**src/rtl/cgs_defines.svh**
```systemverilog
// register indices, field positions, reset values and limits of the global status slice
`ifndef CGS_DEFINES_SVH
`define CGS_DEFINES_SVH

// register indices; byte address on the bus is four times the index
`define CGS_IDX_ERR_FLAGS    18'h30012
`define CGS_IDX_ERR_ENABLES  18'h30013
`define CGS_IDX_B_ALARMS     18'h30014
`define CGS_IDX_RESERVED     18'h30015
`define CGS_IDX_RATE_MODE    18'h30016

// addresses that a locked map still accepts without complaint
`define CGS_IDX_LOCK_0       18'h30001
`define CGS_IDX_LOCK_1       18'h30002
`define CGS_IDX_SCRATCH      18'h30003

// field positions
`define CGS_BIT_FRAME_OFS    0
`define CGS_BIT_LOCKED_WR    1
`define CGS_RATE_A_LSB       0
`define CGS_RATE_B_LSB       2

// reset values
`define CGS_RST_ERR_FLAGS    2'h0
`define CGS_RST_ERR_ENABLES  2'h0
`define CGS_RST_B_ALARMS     4'h0
`define CGS_RST_RATE_MODE    4'h0

// largest legal receive phase spread between two channels, in bytes
`define CGS_FRAME_OFS_MAX    8'h11
`define CGS_NUM_CHANNELS     8

`endif

```
**src/rtl/cgs_pkg.sv**
```systemverilog
// types shared by the global status slice
package cgs_pkg;

  typedef logic [7:0] cgs_phase_t;

  typedef logic [17:0] cgs_index_t;

  typedef enum logic [1:0]
  {
    cgs_rate_12_48 = 2'b00,
    cgs_rate_3     = 2'b10
  } cgs_rate_code_t;

endpackage

```
**src/rtl/cgs_global_regs.sv**
```systemverilog
// apb register slice: error flags, enables, group b alarms and rate modes
//
// The APB slave port is this design's own decision.
`timescale 1ns/1ps
`default_nettype none
`include "cgs_defines.svh"

// Operation
// - raise frame offset error when any two channels differ by over 17 bytes
// - phase spread is checked on every receive cycle
// - write to a protected address while map locked sets locked-write error
// - writes to lock registers or scratch pad never set that error
// - writing one clears an error flag, zero leaves it; both reset to zero
// - enable bit 0 gates the frame offset error interrupt, not the flag; resets to zero
// - enable bit 1 gates the locked-write error interrupt, not the flag; resets to zero
// - bits 0 to 3 show group b channel alarms, read only
// - two-bit rate field per group: a at 1:0, b at 3:2
module cgs_global_regs
(
  // clock and reset
  input  wire logic                pclk,
  input  wire logic                presetn,
  // apb slave
  input  wire logic                psel,
  input  wire logic                penable,
  input  wire logic                pwrite,
  input  wire logic [19:0]         paddr,
  input  wire logic [31:0]         pwdata,
  output logic [31:0]              prdata,
  output logic                     pready,
  output logic                     pslverr,
  // receive phase monitor
  input  wire logic                rx_active,
  input  wire cgs_pkg::cgs_phase_t rx_phase [`CGS_NUM_CHANNELS],
  // channel alarm consolidation, group b
  input  wire logic [3:0]          group_b_alarm,
  // lock state of the core map
  input  wire logic                map_locked,
  // rate mode per four-channel group
  output logic [1:0]               quad_group_first_mode,
  output logic [1:0]               quad_group_second_mode,
  // combined event
  output logic                     core_event_irq
);
  import cgs_pkg::*;

  // register state
  logic [1:0]  core_error_flags;
  logic [1:0]  core_error_enables;
  logic [3:0]  group_b_channel_alarms;
  logic [3:0]  group_rate_mode;

  // next values
  logic [1:0]  next_core_error_flags;
  logic [31:0] next_prdata;
  logic        next_pready;
  logic        next_pslverr;

  // bus decode
  cgs_index_t  reg_index;
  wire         word_aligned;
  wire         access_phase;
  wire         xfer_done;
  wire         wr_fire;
  wire         hit_flags;
  wire         hit_enables;
  wire         hit_alarms;
  wire         hit_reserved;
  wire         hit_rate;
  wire         hit_mapped;
  wire         hit_exempt;

  // event sources
  wire         frame_ofs_over;
  wire         set_frame_ofs;
  wire         set_locked_wr;
  wire [1:0]   set_flags;
  wire [1:0]   clr_flags;
  wire [1:0]   enabled_flags;

  // read path
  wire [31:0]  rd_flags;
  wire [31:0]  rd_enables;
  wire [31:0]  rd_alarms;
  wire [31:0]  rd_rate;
  wire [31:0]  rd_word;

  assign reg_index    = paddr[19:2];
  assign word_aligned = (paddr[1:0] == 2'h0);

  assign hit_flags    = word_aligned && (reg_index == `CGS_IDX_ERR_FLAGS);
  assign hit_enables  = word_aligned && (reg_index == `CGS_IDX_ERR_ENABLES);
  assign hit_alarms   = word_aligned && (reg_index == `CGS_IDX_B_ALARMS);
  assign hit_reserved = word_aligned && (reg_index == `CGS_IDX_RESERVED);
  assign hit_rate     = word_aligned && (reg_index == `CGS_IDX_RATE_MODE);

  assign hit_mapped   = hit_flags || hit_enables || hit_alarms
                      || hit_reserved || hit_rate;

  // lock and scratch pad stay writable while the map is locked
  assign hit_exempt   = word_aligned
                      && ((reg_index == `CGS_IDX_LOCK_0)
                      ||  (reg_index == `CGS_IDX_LOCK_1)
                      ||  (reg_index == `CGS_IDX_SCRATCH));

  // one wait state: pready rises on the second access cycle
  assign access_phase = psel && penable;
  assign xfer_done    = access_phase && pready;
  assign wr_fire      = xfer_done && pwrite;

  // spread monitor
  cgs_phase_spread u_phase_spread
  (
    .pclk       (pclk),
    .presetn    (presetn),
    .rx_active  (rx_active),
    .rx_phase   (rx_phase),
    .over_limit (frame_ofs_over)
  );

  // events
  assign set_frame_ofs = frame_ofs_over;
  assign set_locked_wr = wr_fire && map_locked && !hit_exempt;

  assign set_flags[`CGS_BIT_FRAME_OFS] = set_frame_ofs;
  assign set_flags[`CGS_BIT_LOCKED_WR] = set_locked_wr;

  // write one to clear; zero bits leave the flag alone
  assign clr_flags = (wr_fire && hit_flags) ? pwdata[1:0] : 2'h0;

  // a new event in the clearing cycle survives the clear
  assign next_core_error_flags = (core_error_flags & ~clr_flags) | set_flags;

  assign enabled_flags = core_error_flags & core_error_enables;

  // read words, upper bits read as zero
  assign rd_flags   = {30'h0, core_error_flags};
  assign rd_enables = {30'h0, core_error_enables};
  assign rd_alarms  = {28'h0, group_b_channel_alarms};
  assign rd_rate    = {28'h0, group_rate_mode};

  assign rd_word = hit_flags   ? rd_flags   :
                   hit_enables ? rd_enables :
                   hit_alarms  ? rd_alarms  :
                   hit_rate    ? rd_rate    :
                   32'h0;

  // bus answer is prepared while pready is low, then held with it
  always_comb
  begin
    next_pready  = access_phase && !pready;
    next_prdata  = prdata;
    next_pslverr = 1'b0;
    if (access_phase && !pready)
    begin
      next_prdata  = pwrite ? 32'h0 : rd_word;
      next_pslverr = !hit_mapped;
    end
  end

  always_ff @(posedge pclk or negedge presetn)
  begin
    if (!presetn)
    begin
      pready  <= 1'b0;
      pslverr <= 1'b0;
      prdata  <= 32'h0;
    end
    else
    begin
      pready  <= next_pready;
      pslverr <= next_pslverr;
      prdata  <= next_prdata;
    end
  end

  // sticky error flags
  always_ff @(posedge pclk or negedge presetn)
  begin
    if (!presetn)
      core_error_flags <= `CGS_RST_ERR_FLAGS;
    else
      core_error_flags <= next_core_error_flags;
  end

  // flag enables, used only as the interrupt mask; flags set regardless
  always_ff @(posedge pclk or negedge presetn)
  begin
    if (!presetn)
      core_error_enables <= `CGS_RST_ERR_ENABLES;
    else if (wr_fire && hit_enables)
      core_error_enables <= pwdata[1:0];
  end

  // alarms come from same-clock logic, captured for a stable read
  always_ff @(posedge pclk or negedge presetn)
  begin
    if (!presetn)
      group_b_channel_alarms <= `CGS_RST_B_ALARMS;
    else
      group_b_channel_alarms <= group_b_alarm;
  end

  // rate mode fields; codes other than 00 and 10 are kept as written
  always_ff @(posedge pclk or negedge presetn)
  begin
    if (!presetn)
      group_rate_mode <= `CGS_RST_RATE_MODE;
    else if (wr_fire && hit_rate)
      group_rate_mode <= pwdata[3:0];
  end

  // mode outputs follow the register, one flop stage for clean timing
  always_ff @(posedge pclk or negedge presetn)
  begin
    if (!presetn)
    begin
      quad_group_first_mode  <= cgs_rate_12_48;
      quad_group_second_mode <= cgs_rate_12_48;
    end
    else
    begin
      quad_group_first_mode  <= group_rate_mode[`CGS_RATE_A_LSB +: 2];
      quad_group_second_mode <= group_rate_mode[`CGS_RATE_B_LSB +: 2];
    end
  end

  // level interrupt, lags the flags by one cycle
  always_ff @(posedge pclk or negedge presetn)
  begin
    if (!presetn)
      core_event_irq <= 1'b0;
    else
      core_event_irq <= |enabled_flags;
  end

endmodule // cgs_global_regs
`default_nettype wire

```
**src/rtl/cgs_phase_spread.sv**
```systemverilog
// receive phase spread monitor across all channels
`timescale 1ns/1ps
`default_nettype none
`include "cgs_defines.svh"

module cgs_phase_spread
(
  // clock and reset
  input  wire logic               pclk,
  input  wire logic               presetn,
  // receive alignment phases
  input  wire logic               rx_active,
  input  wire cgs_pkg::cgs_phase_t rx_phase [`CGS_NUM_CHANNELS],
  // result
  output logic                    over_limit
);
  import cgs_pkg::*;

  cgs_phase_t phase_max;
  cgs_phase_t phase_min;
  cgs_phase_t spread;

  // extremes over every channel give the worst pair at once
  always_comb
  begin
    phase_max = rx_phase[0];
    phase_min = rx_phase[0];
    for (int i = 1; i < `CGS_NUM_CHANNELS; i++)
    begin
      if (rx_phase[i] > phase_max)
        phase_max = rx_phase[i];
      if (rx_phase[i] < phase_min)
        phase_min = rx_phase[i];
    end
  end

  assign spread = phase_max - phase_min;

  // judged on every cycle of receive, not on a sampling tick
  always_ff @(posedge pclk or negedge presetn)
  begin
    if (!presetn)
      over_limit <= 1'b0;
    else
      over_limit <= rx_active && (spread > `CGS_FRAME_OFS_MAX);
  end

endmodule // cgs_phase_spread
`default_nettype wire

```
**config.mk**
```make
export PLATFORM = sky130hd
export DESIGN_NAME = cgs_global_regs
export DESIGN_NICKNAME = d
export VERILOG_FILES = /design/src/rtl/cgs_pkg.sv /design/src/rtl/cgs_global_regs.sv /design/src/rtl/cgs_phase_spread.sv
export VERILOG_INCLUDE_DIRS = /design/src /design/src/rtl
export SDC_FILE = /design/constraint.sdc
export NUM_CORES = 1
export LEC_CHECK = 0
export ABC_AREA = 1
export BUFFER_PORTS_ARGS = -buffer_cell sky130_fd_sc_hd__buf_2
export CORE_ASPECT_RATIO = 0.9
export CORE_MARGIN = 10
export CORE_UTILIZATION = 45
export CTS_CLUSTER_SIZE = 10
export DETAILED_ROUTE_END_ITERATION = 16
export PLACE_DENSITY = 0.68
export SLEW_MARGIN = 10
export SYNTH_ARGS = -nofsm -noshare
export SYNTH_HDL_FRONTEND = slang
export SYNTH_SLANG_ARGS = --single-unit
export TNS_END_PERCENT = 50
```
**constraint.sdc**
```tcl
create_clock -name pclk -period 3.1 [get_ports pclk]
set_input_delay 0.31 -clock pclk [delete_from_list [all_inputs] [get_ports pclk]]
set_output_delay 0.31 -clock pclk [all_outputs]
set_load 0.1 [all_outputs]
```
; ---- After elaboration in Yosys (flattened, before gate mapping)
; Cells that the tools add are included.
; Widths: inputs -> output; s select.
[word_totals]
elab_cells = 87
input_bits = 127
output_inout_bits = 39
ff_bits = 52
[op_classes]
eq_ne = 8
magnitude_cmp = 15
addsub = 1
n_mux = 21
n_bitwise = 4
reduce_logical = 27
[ops]
columns = op, count
row1 = $eq 18x18->1 const B, 8
row2 = $mux 8, 14
row3 = $gt 8x8->1, 7
row4 = $lt 8x8->1, 7
row5 = $mux 4, 5
row6 = $logic_and 1x1->1, 16
row7 = $gt 8x5->1 const B, 1
row8 = $sub 8x8->8, 1
row9 = $logic_or 1x1->1, 6
row10 = $and 2x2->2, 2
row11 = $logic_not 1->1, 3
row12 = $logic_not 2->1, 1
row13 = $mux 2, 1
row14 = $not 2->2, 1
row15 = $or 2x2->2, 1
row16 = $reduce_or 2->1, 1
row17 = $mux 1, 1

; ---- Depth between registers and ports, before layout
; Gate-level depths: netlist of run 1.
[depth]
depth_word = 17
mapped_depth = 99
mapped_depth_nobuf = 92

; ---- Hierarchy
; From an unflattened synthesis of run 1, not the netlist that was laid out.
[unflattened]
cells_unflattened = 877
hier_area_um2 = 5380.2
[by_module_without_submodules]
columns = mod, cells_per_inst, seq_area_each_um2, area_per_inst_um2, instances
row1 = cgs_phase_spread, 696, 25.0, 3931.3, 1
row2 = cgs_global_regs, 181, 575.6, 1448.9, 1

; ---- Worst setup path before layout of run 1
; Ideal clock, no wire load.
[synth_timing]
path_type = in2reg
from = in rx_phase[63] in the netlist's numbering
to = reg u_phase_spread.over_limit
n_path_buf = 7
stages = 74
required_ns = 2.987
path_slack_ns = -7.493
arrival_ns = 10.481
setup_ns = 0.113
path_cell_list = inv_1 > ha_1 > nand2_1 > nor2_1 > nand4_1 > nand2_2 > clkbuf_1 > nand2_1 > o21ai_0 > ha_1 > a21oi_1 > nor2_1 > a211oi_1 > nand2_2 > nand2_2 > clkbuf_1 > nand2_1 > o21ai_0 > [... 38 more ...] > o211ai_1 > nand2_1 > inv_1 > clkbuf_1 > o21ai_1 > ha_1 > fa_1 > nand3b_1 > and2_1 > nor2_1 > nor2_1 > inv_1 > a21oi_1 > a32o_1 > nor3_1 > nand3_1 > nand2_1 > inv_1
[synth_via]
elab_chain_cells = 17
word_cells_on_any_way = 31
classes_between = 1 x add/sub / 15 x order compare / 14 x mux / 1 x reduce/logical
[synth_rtl]
columns = item, line_no
row1 = "start, declared", cgs_global_regs.sv:34  ; input wire cgs_pkg::cgs_phase_t rx_phase [`CGS_NUM_CHANNELS],
row2 = $gt 8x8->1 / $lt 8x8->1 (equally long branches), "cgs_phase_spread.sv:30, cgs_phase_spread.sv:32"
row3 = $mux 8 (on tied branches), "cgs_phase_spread.sv:30, cgs_phase_spread.sv:32"
row4 = $gt 8x8->1 / $lt 8x8->1 (equally long branches), "cgs_phase_spread.sv:30, cgs_phase_spread.sv:32"
row5 = $mux 8 (on tied branches), "cgs_phase_spread.sv:30, cgs_phase_spread.sv:32"
row6 = $gt 8x8->1 / $lt 8x8->1 (equally long branches), "cgs_phase_spread.sv:30, cgs_phase_spread.sv:32"
row7 = $mux 8 (on tied branches), "cgs_phase_spread.sv:30, cgs_phase_spread.sv:32"
row8 = $gt 8x8->1 / $lt 8x8->1 (equally long branches), "cgs_phase_spread.sv:30, cgs_phase_spread.sv:32"
row9 = $mux 8 (on tied branches), "cgs_phase_spread.sv:30, cgs_phase_spread.sv:32"
row10 = $gt 8x8->1 / $lt 8x8->1 (equally long branches), "cgs_phase_spread.sv:30, cgs_phase_spread.sv:32"
row11 = $mux 8 (on tied branches), "cgs_phase_spread.sv:30, cgs_phase_spread.sv:32"
row12 = $gt 8x8->1 / $lt 8x8->1 (equally long branches), "cgs_phase_spread.sv:30, cgs_phase_spread.sv:32"
row13 = $mux 8 (on tied branches), "cgs_phase_spread.sv:30, cgs_phase_spread.sv:32"
row14 = $gt 8x8->1 / $lt 8x8->1 (equally long branches), "cgs_phase_spread.sv:30, cgs_phase_spread.sv:32"
row15 = $mux 8 (on tied branches), "cgs_phase_spread.sv:30, cgs_phase_spread.sv:32"
row16 = $sub 8x8->8 *, cgs_phase_spread.sv:37  ; assign spread = phase_max - phase_min;
row17 = $gt 8x5->1 (no source line) *, --
row18 = $logic_and 1x1->1 *, cgs_phase_spread.sv:45  ; over_limit <= rx_active && (spread > `CGS_FRAME_OFS_MAX);
row19 = "end signal, assigned", cgs_phase_spread.sv:45
row20 = "end, declared", cgs_phase_spread.sv:15  ; output logic over_limit
; Every way passes the cells marked *; elsewhere a longest branch is shown, timed or not.
; A chain may end at the register's enable or synchronous reset.

; ---- Worst setup path in the final report of run 1
[layout_timing]
from = in rx_phase[57] in the netlist's numbering
to = reg u_phase_spread.over_limit
; Same word-level chain as after synthesis.

==> results of run 1 <==
## Yosys cell counts, types with 2 or more instances
cell,count,area share [%]
a211oi_1,11,1.6
o21ai_0,90,8.8
nand3_1,52,5.1
nand2_2,11,1.3
o21ai_1,21,2.1
o22ai_1,2,0.24
nor4_1,2,0.24
dfrtp_1,24,12
nor3_1,4,0.39
nand4_1,10,1.2
mux2_2,2,0.44
clkbuf_1,12,0.88
o211ai_1,3,0.44
o221ai_1,2,0.34
inv_1,89,6.5
o21a_1,3,0.44
nand3b_1,11,1.6
o21bai_1,6,0.88
nand2_1,264,19
ha_1,95,23
buf_4,30,4.4
xor2_1,2,0.34
nor2_1,51,3.7
a21oi_1,28,2.7
## sequential cells by signal, summed over array words and instances (netlist names)
signal,flops
quad_group_second_mode,2
pslverr,1
u_phase_spread.over_limit,1
core_error_enables,2
core_event_irq,1
prdata,4
quad_group_first_mode,2
core_error_flags,2
pready,1
group_b_channel_alarms,4
group_rate_mode,4
## repair_timing
| item | in CTS | in global routing |
|---|---|---|
| gates cloned | 4 | 2 |
| resized for setup | 67 | 129 |
| endpoints found under the setup margin | 1 | 1 |
| pin swaps | 31 | 79 |
| buffers inserted | 19 | 13 |
## final timing paths
kind | endpoint | from | slack, ps | depth (start not counted)
hold / removal | group_b_channel_alarms[0] | presetn | 20 | 1
min in group pclk | group_b_channel_alarms[3] | group_b_alarm[3] | 150 | 1
max in group asynchronous | u_phase_spread.over_limit | presetn | 2740 | 1
setup reg to reg | group_rate_mode[3] | pready | 1620 | 4
hold reg to reg | quad_group_first_mode[1] | group_rate_mode[1] | 400 | 0
setup / recovery | u_phase_spread.over_limit | rx_phase[57] | -6890 | 75
## power by group through the flow
stage / logic, mW / registers [mW] / clock network (mW)
after floorplan: 4.42 / 0.350 / 0
after global placement: 6.98 / 0.343 / 0
after detailed placement: 7.10 / 0.341 / 0
after CTS: 7.71 / 0.336 / 0.306
after global routing: 10.2 / 0.337 / 0.316
final: 9.30 / 0.336 / 0.301
## routing by layer
metal / part of all wire (%) / routed length [microns]
met3: 4.4 / 867
met5: 0 / 0
met1: 43 / 8458
met4: 2.2 / 421
met2: 50 / 9802
## layout make-up
class                           instances  area (sq um)  area share, %
Clock buffer                            4         88.84          1.042
Sequential cell                        24         600.6          7.042
Timing Repair Buffer                  369          2537          29.75
Inverter                               90         337.8          3.961
Multi-Input combinational cell        712          4773          55.97
Tap cell                              152         190.2          2.230
## worst max-delay path, delay by kind of cell
kind | cells | cell delay (ps)
AND/OR/NAND/NOR | 37 | 3190
AO/OA/AOI/OAI | 15 | 2450
buffers and inverters | 15 | 1890
adder cells (fa/ha/maj) | 8 | 2320
## cell families after synthesis
family,share of synthesized area (%)
AOI/OAI and AO/OA,18.06
other,0.07326
muxes,0.4400
xor gates and xnor gates,0.5134
DFF,11.73
adders and majority gates,23.61
and+or+nand+nor,33.59
buffers and inverters,11.98
==> results.ini, run 1 <==
[routing]
drt_iter0_drc=460
wl_per_cell_microns=14.47
post-route-drc-count=0
wl_mm=19.55
ant_nets=0
drtPass1Iterations=5
drt-vias-per-instance=5.105
vias=6897

[die]
die_y_microns=121.2
die_w_microns=132.4
placeableCoreArea_sq_um=10990
rows=36
dieArea_sq_um=16050
ioPinCount=166
initial_core_util_pct=46.57

[global_route]
use_met1_pct=26.21
grt_pass1_vias=6421
antenna_found_initial=0
grt-busiest-layer=met2
grt_start_max_net_pins=25
gr-total-overflow=0
use_met2_pct=34.91
grt_usage_pct=19.81
use_met3_pct=1.945
grt_pass1_wl_mm=28.18

[placement]
place.gp.congestion=0.8419
placed_cell_area_sq_um=7430
dpl.cell_count=1309
io_buffers=109
hpwl_mm=14.25
dp_slack_ps=-7601

[run_status]
status=finished with violations
violations=negative setup slack

[finish]
utilization_pct=77.60
drive_above_1_share_pct=44.62
fillers=787
final_nets=1423
final_cell_mix=250 x buf_4, 235 x nand2_1, 110 x buf_2, 85 x inv_1, 77 x ha_1
instances_no_fill=1351
final_cell_area_sq_um=8528
area_growth_pct=66.61
layout_commonest_cell=buf_4
antennaDiodeCount=0

[timing]
setup_slack_ps=-6890
hold_viol=0
maxSlewViolCount=0
hold-worst-slack_ps=20.18
tns_ps=-6890
worst_pin_slew_ps=511.7
grt_setup_unrepaired=yes
finClkSkew_ps=1.412
post-route-period-util_pct=322.2
relSlewSlack_pct=65.88
setup_viol=1
layout_min_cycle_time_ps=9990
fmax_mhz=100.1

[power]
pwr-share-seq_pct=3.4
ir_worst_vdd_mv=0.8076
p_comb_share_pct=93.6
p_per_area_nw_per_um2=1165
p_int_mw=5.073
clockPowerShare_pct=3.0
p_sw_mw=4.863
power_leakage_nw=4.633
post-layout-total-power_mw=9.936
swShare_pct=48.95

[cts]
holdBufCountCts=0
cts.root.buffer_cell=clkbuf_16
cts_buffers=3
clk_pin_slew_ps=60
htreeDepth=1
cts_tree=yes
clk_latency_ps=260
cts_buffer_depth=2
cts_sinks=24

[worst_setup_path]
critPathMaxFanout=8
crit_path_frequent_cell=nand2_1
crit_arrival_ps=10140
slowest_delay_ps=350
start_kind=input port
critical_path.endpoint_type=flip-flop
cp.required_ps=3250
crit_slowest_cell=ha_1
crit_type=in -> reg

[synthesis]
syn_inst=837
yosys_warnings=0
ys_ff_latch=24
synthesis.area_sq_um=5119
async_reset_ff_share_pct=100.0
syn_area_per_cell_sq_um=6.115
synth_cell_type_count=36
synth_edf_count=0
synth_ff_type=dfrtp_1
seq_area_frac_synth_pct=11.73

[worst_hold_path]
holdCritPathClass=in -> async

[run]
drv_cap=0

Power figures use the tool's default switching activity.
==> run 2, diff against run 1 <==
MAX_ROUTING_LAYER = met4   (was default)
SETUP_SLACK_MARGIN = 0.3   (was default)
==> run 2 against run 1 <==
The flow still finishes with violations (negative setup slack). Wire length shrank 6.2%. Sequential power is essentially flat. Clock skew is essentially flat. Critical path depth shrank 5. Count of clock-buffer cells in the layout shrank 1. Via count shrank 2.6%. Maximum frequency grew 0.48%. Die area is the same. Sequential share of layout area grew 0.20 points. First-iteration DRC count grew 9.6%. Cell count is essentially flat. Global-route usage grew 0.20 points. Critical endpoint unchanged. Largest cell class unchanged.
==> results.ini, run 2 (same netlist as run 1, synthesis figures left out) <==
[cts]
cts_buffer_depth=2  ; unchanged
holdBufCountCts=0  ; unchanged
cts_tree=yes
cts_sinks=24  ; unchanged
clk_pin_slew_ps=60  ; about the same
htreeDepth=1  ; unchanged
clk_latency_ps=250  ; about the same
cts.root.buffer_cell=clkbuf_16
cts_buffers=3  ; unchanged

[worst_setup_path]
cp.required_ps=3250  ; about the same
critical_path.endpoint_type=flip-flop
reg2reg_slack_ps=1620  ; about the same
crit_arrival_ps=10090  ; -50 ps
slowest_delay_ps=340  ; about the same
crit_path_frequent_cell=nand2_1
rr_worst_depth=4  ; unchanged
critPathMaxFanout=8  ; unchanged
r2r_start=pready
timing.rr.end=group_rate_mode[2]
start_kind=input port
crit_type=in -> reg
crit_slowest_cell=ha_1

[placement]
place.gp.congestion=0.9110  ; +8.2%
placed_cell_area_sq_um=7437  ; +0.10%
hpwl_mm=14.34  ; +0.64%
io_buffers=109  ; unchanged
dpl.cell_count=1310  ; +0.076%

[power]
power_leakage_nw=4.597  ; -0.78%
ir_worst_vdd_mv=0.7780  ; -3.7%
p_per_area_nw_per_um2=1122  ; -3.7%

[routing]
drt-vias-per-instance=4.978  ; -2.5%
vias=6720  ; -2.6%
ant_nets=0  ; unchanged
drtPass1Iterations=5  ; unchanged
post-route-drc-count=0  ; unchanged
wl_mm=18.35  ; -6.2%
drt_iter0_drc=504  ; +9.6%
wl_per_cell_microns=13.59  ; -6.1%

[finish]
final_cell_mix=247 x buf_4, 246 x nand2_1, 110 x buf_2, 83 x ha_1, 81 x inv_1
fillers=847  ; +7.6%
antennaDiodeCount=0  ; unchanged
area_growth_pct=62.09
top_regs=group_b_channel_alarms x4, group_rate_mode x4, prdata x4
instances_no_fill=1350  ; -0.074%
final_cell_area_sq_um=8297  ; -2.7%
drive_above_1_share_pct=41.65  ; -3.0 points
layout_commonest_cell=buf_4
final_nets=1422  ; -0.070%

[global_route]
grt_pass1_vias=6272  ; -2.3%
grt_pass1_wl_mm=27.43  ; -2.6%
grt_start_max_net_pins=25  ; unchanged
grt_usage_pct=20.01  ; +0.20 points
antenna_found_initial=0  ; unchanged
gr-total-overflow=0  ; unchanged

[die]
ioPinCount=166  ; unchanged
die_y_microns=121.2  ; unchanged
placeableCoreArea_sq_um=10990  ; unchanged
initial_core_util_pct=46.57  ; unchanged
die_w_microns=132.4  ; unchanged
rows=36  ; unchanged
dieArea_sq_um=16050  ; unchanged

[timing]
setup_viol=1  ; unchanged
maxSlewViolCount=0  ; unchanged
tns_ps=-6842  ; +47.50 ps
worst_pin_slew_ps=510.7  ; -1.027 ps
grt_setup_unrepaired=yes
relSlewSlack_pct=65.95  ; +0.069 points
finClkSkew_ps=1.642  ; +0.2298 ps
hold_viol=0  ; unchanged
fmax_mhz=100.6  ; +0.48%
layout_min_cycle_time_ps=9942  ; -47.50 ps
post-route-period-util_pct=320.7  ; -1.5 points
setup_slack_ps=-6842  ; +47.50 ps

[run]
drv_cap=0  ; unchanged

[run_status]
status=finished with violations
violations=negative setup slack

[worst_hold_path]
holdCritPathClass=in -> async

[run 2: cell count changes in the layout (fill, tap and decap cells not counted), sizes merged]
| cell | change |
|---|---|
| buf | -4 |
| nand2 | +2 |
| bufinv | +1 |
[run 2: layout make-up]
| cell class | instances | area, sq um | share of cell area, % |
|---|---|---|---|
| Tap cell | 152 | 190.2 | 2.292 |
| Clock inverter | 1 | 30.03 | 0.3619 |
| Timing Repair Buffer | 366 | 2524 | 30.42 |
| Sequential cell | 24 | 600.6 | 7.239 |
| Clock buffer | 3 | 75.07 | 0.9048 |
| Inverter | 90 | 337.8 | 4.072 |
| Multi-Input combinational cell | 714 | 4539 | 54.71 |
[run 2: metal layers]
| metal | track usage, % | wire length, microns | up-vias |
|---|---|---|---|
| li1 | - | - | 3485 |
| met1 | 25.90 | 8376 | 2997 |
| met4 | 2.885 | 260 | 0 |
| met2 | 34.25 | 8930 | 212 |
| met3 | 1.407 | 778 | 26 |
| met5 | - | 0 | - |
[run 2: where the power goes]
group | switching, mW | internal [mW] | total (mW)
Sequential | 0.00800 | 0.329 | 0.337
Clock | 0.102 | 0.256 | 0.359
Combinational | 4.36 | 4.25 | 8.61
Total | 4.47 | 4.84 | 9.31
[run 2: critical path, delay by kind of cell]
kind / cells / cell delay [ps]
AOI/OAI and AO/OA: 18 / 3040
adders and majority gates: 8 / 2270
buffers and inverters: 12 / 1470
and+or+nand+nor: 32 / 2950
[run 2: what timing repair did]
action	4_1_cts	5_1_grt
pin swaps	23	62
cloned	5	4
setup endpoints to repair	1	1
setup buffers	13	14
resized for setup	43	107
[run 2: worst max path at each step]
stage | cells past startpoint | endpoint | startpoint | slack [ps]
global route | 80 | u_phase_spread.over_limit | rx_phase[57] | -7500
detailed placement | 66 | u_phase_spread.over_limit | rx_phase[55] | -7550
global placement | 69 | u_phase_spread.over_limit | rx_phase[57] | -7300
finish | 70 | u_phase_spread.over_limit | rx_phase[61] | -6840
CTS | 71 | u_phase_spread.over_limit | rx_phase[53] | -6690
floorplan | 73 | u_phase_spread.over_limit | rx_phase[63] | -6440
[run 2: per-stage QoR]
step | hold slack (ps) | setup slack (ps) | total power, mW | util [%]
detailed placement | 306.5 | -7549 | 7.467 | 67.67
global route | 59.54 | -7496 | 10.27 | 75.49
global placement | 307.2 | -7301 | 7.307 | 67.67
finish | 23.35 | -6842 | 9.308 | 75.49
floorplan | 14.41 | -6443 | 4.768 | -
CTS | 37.69 | -6694 | 8.223 | 70.79
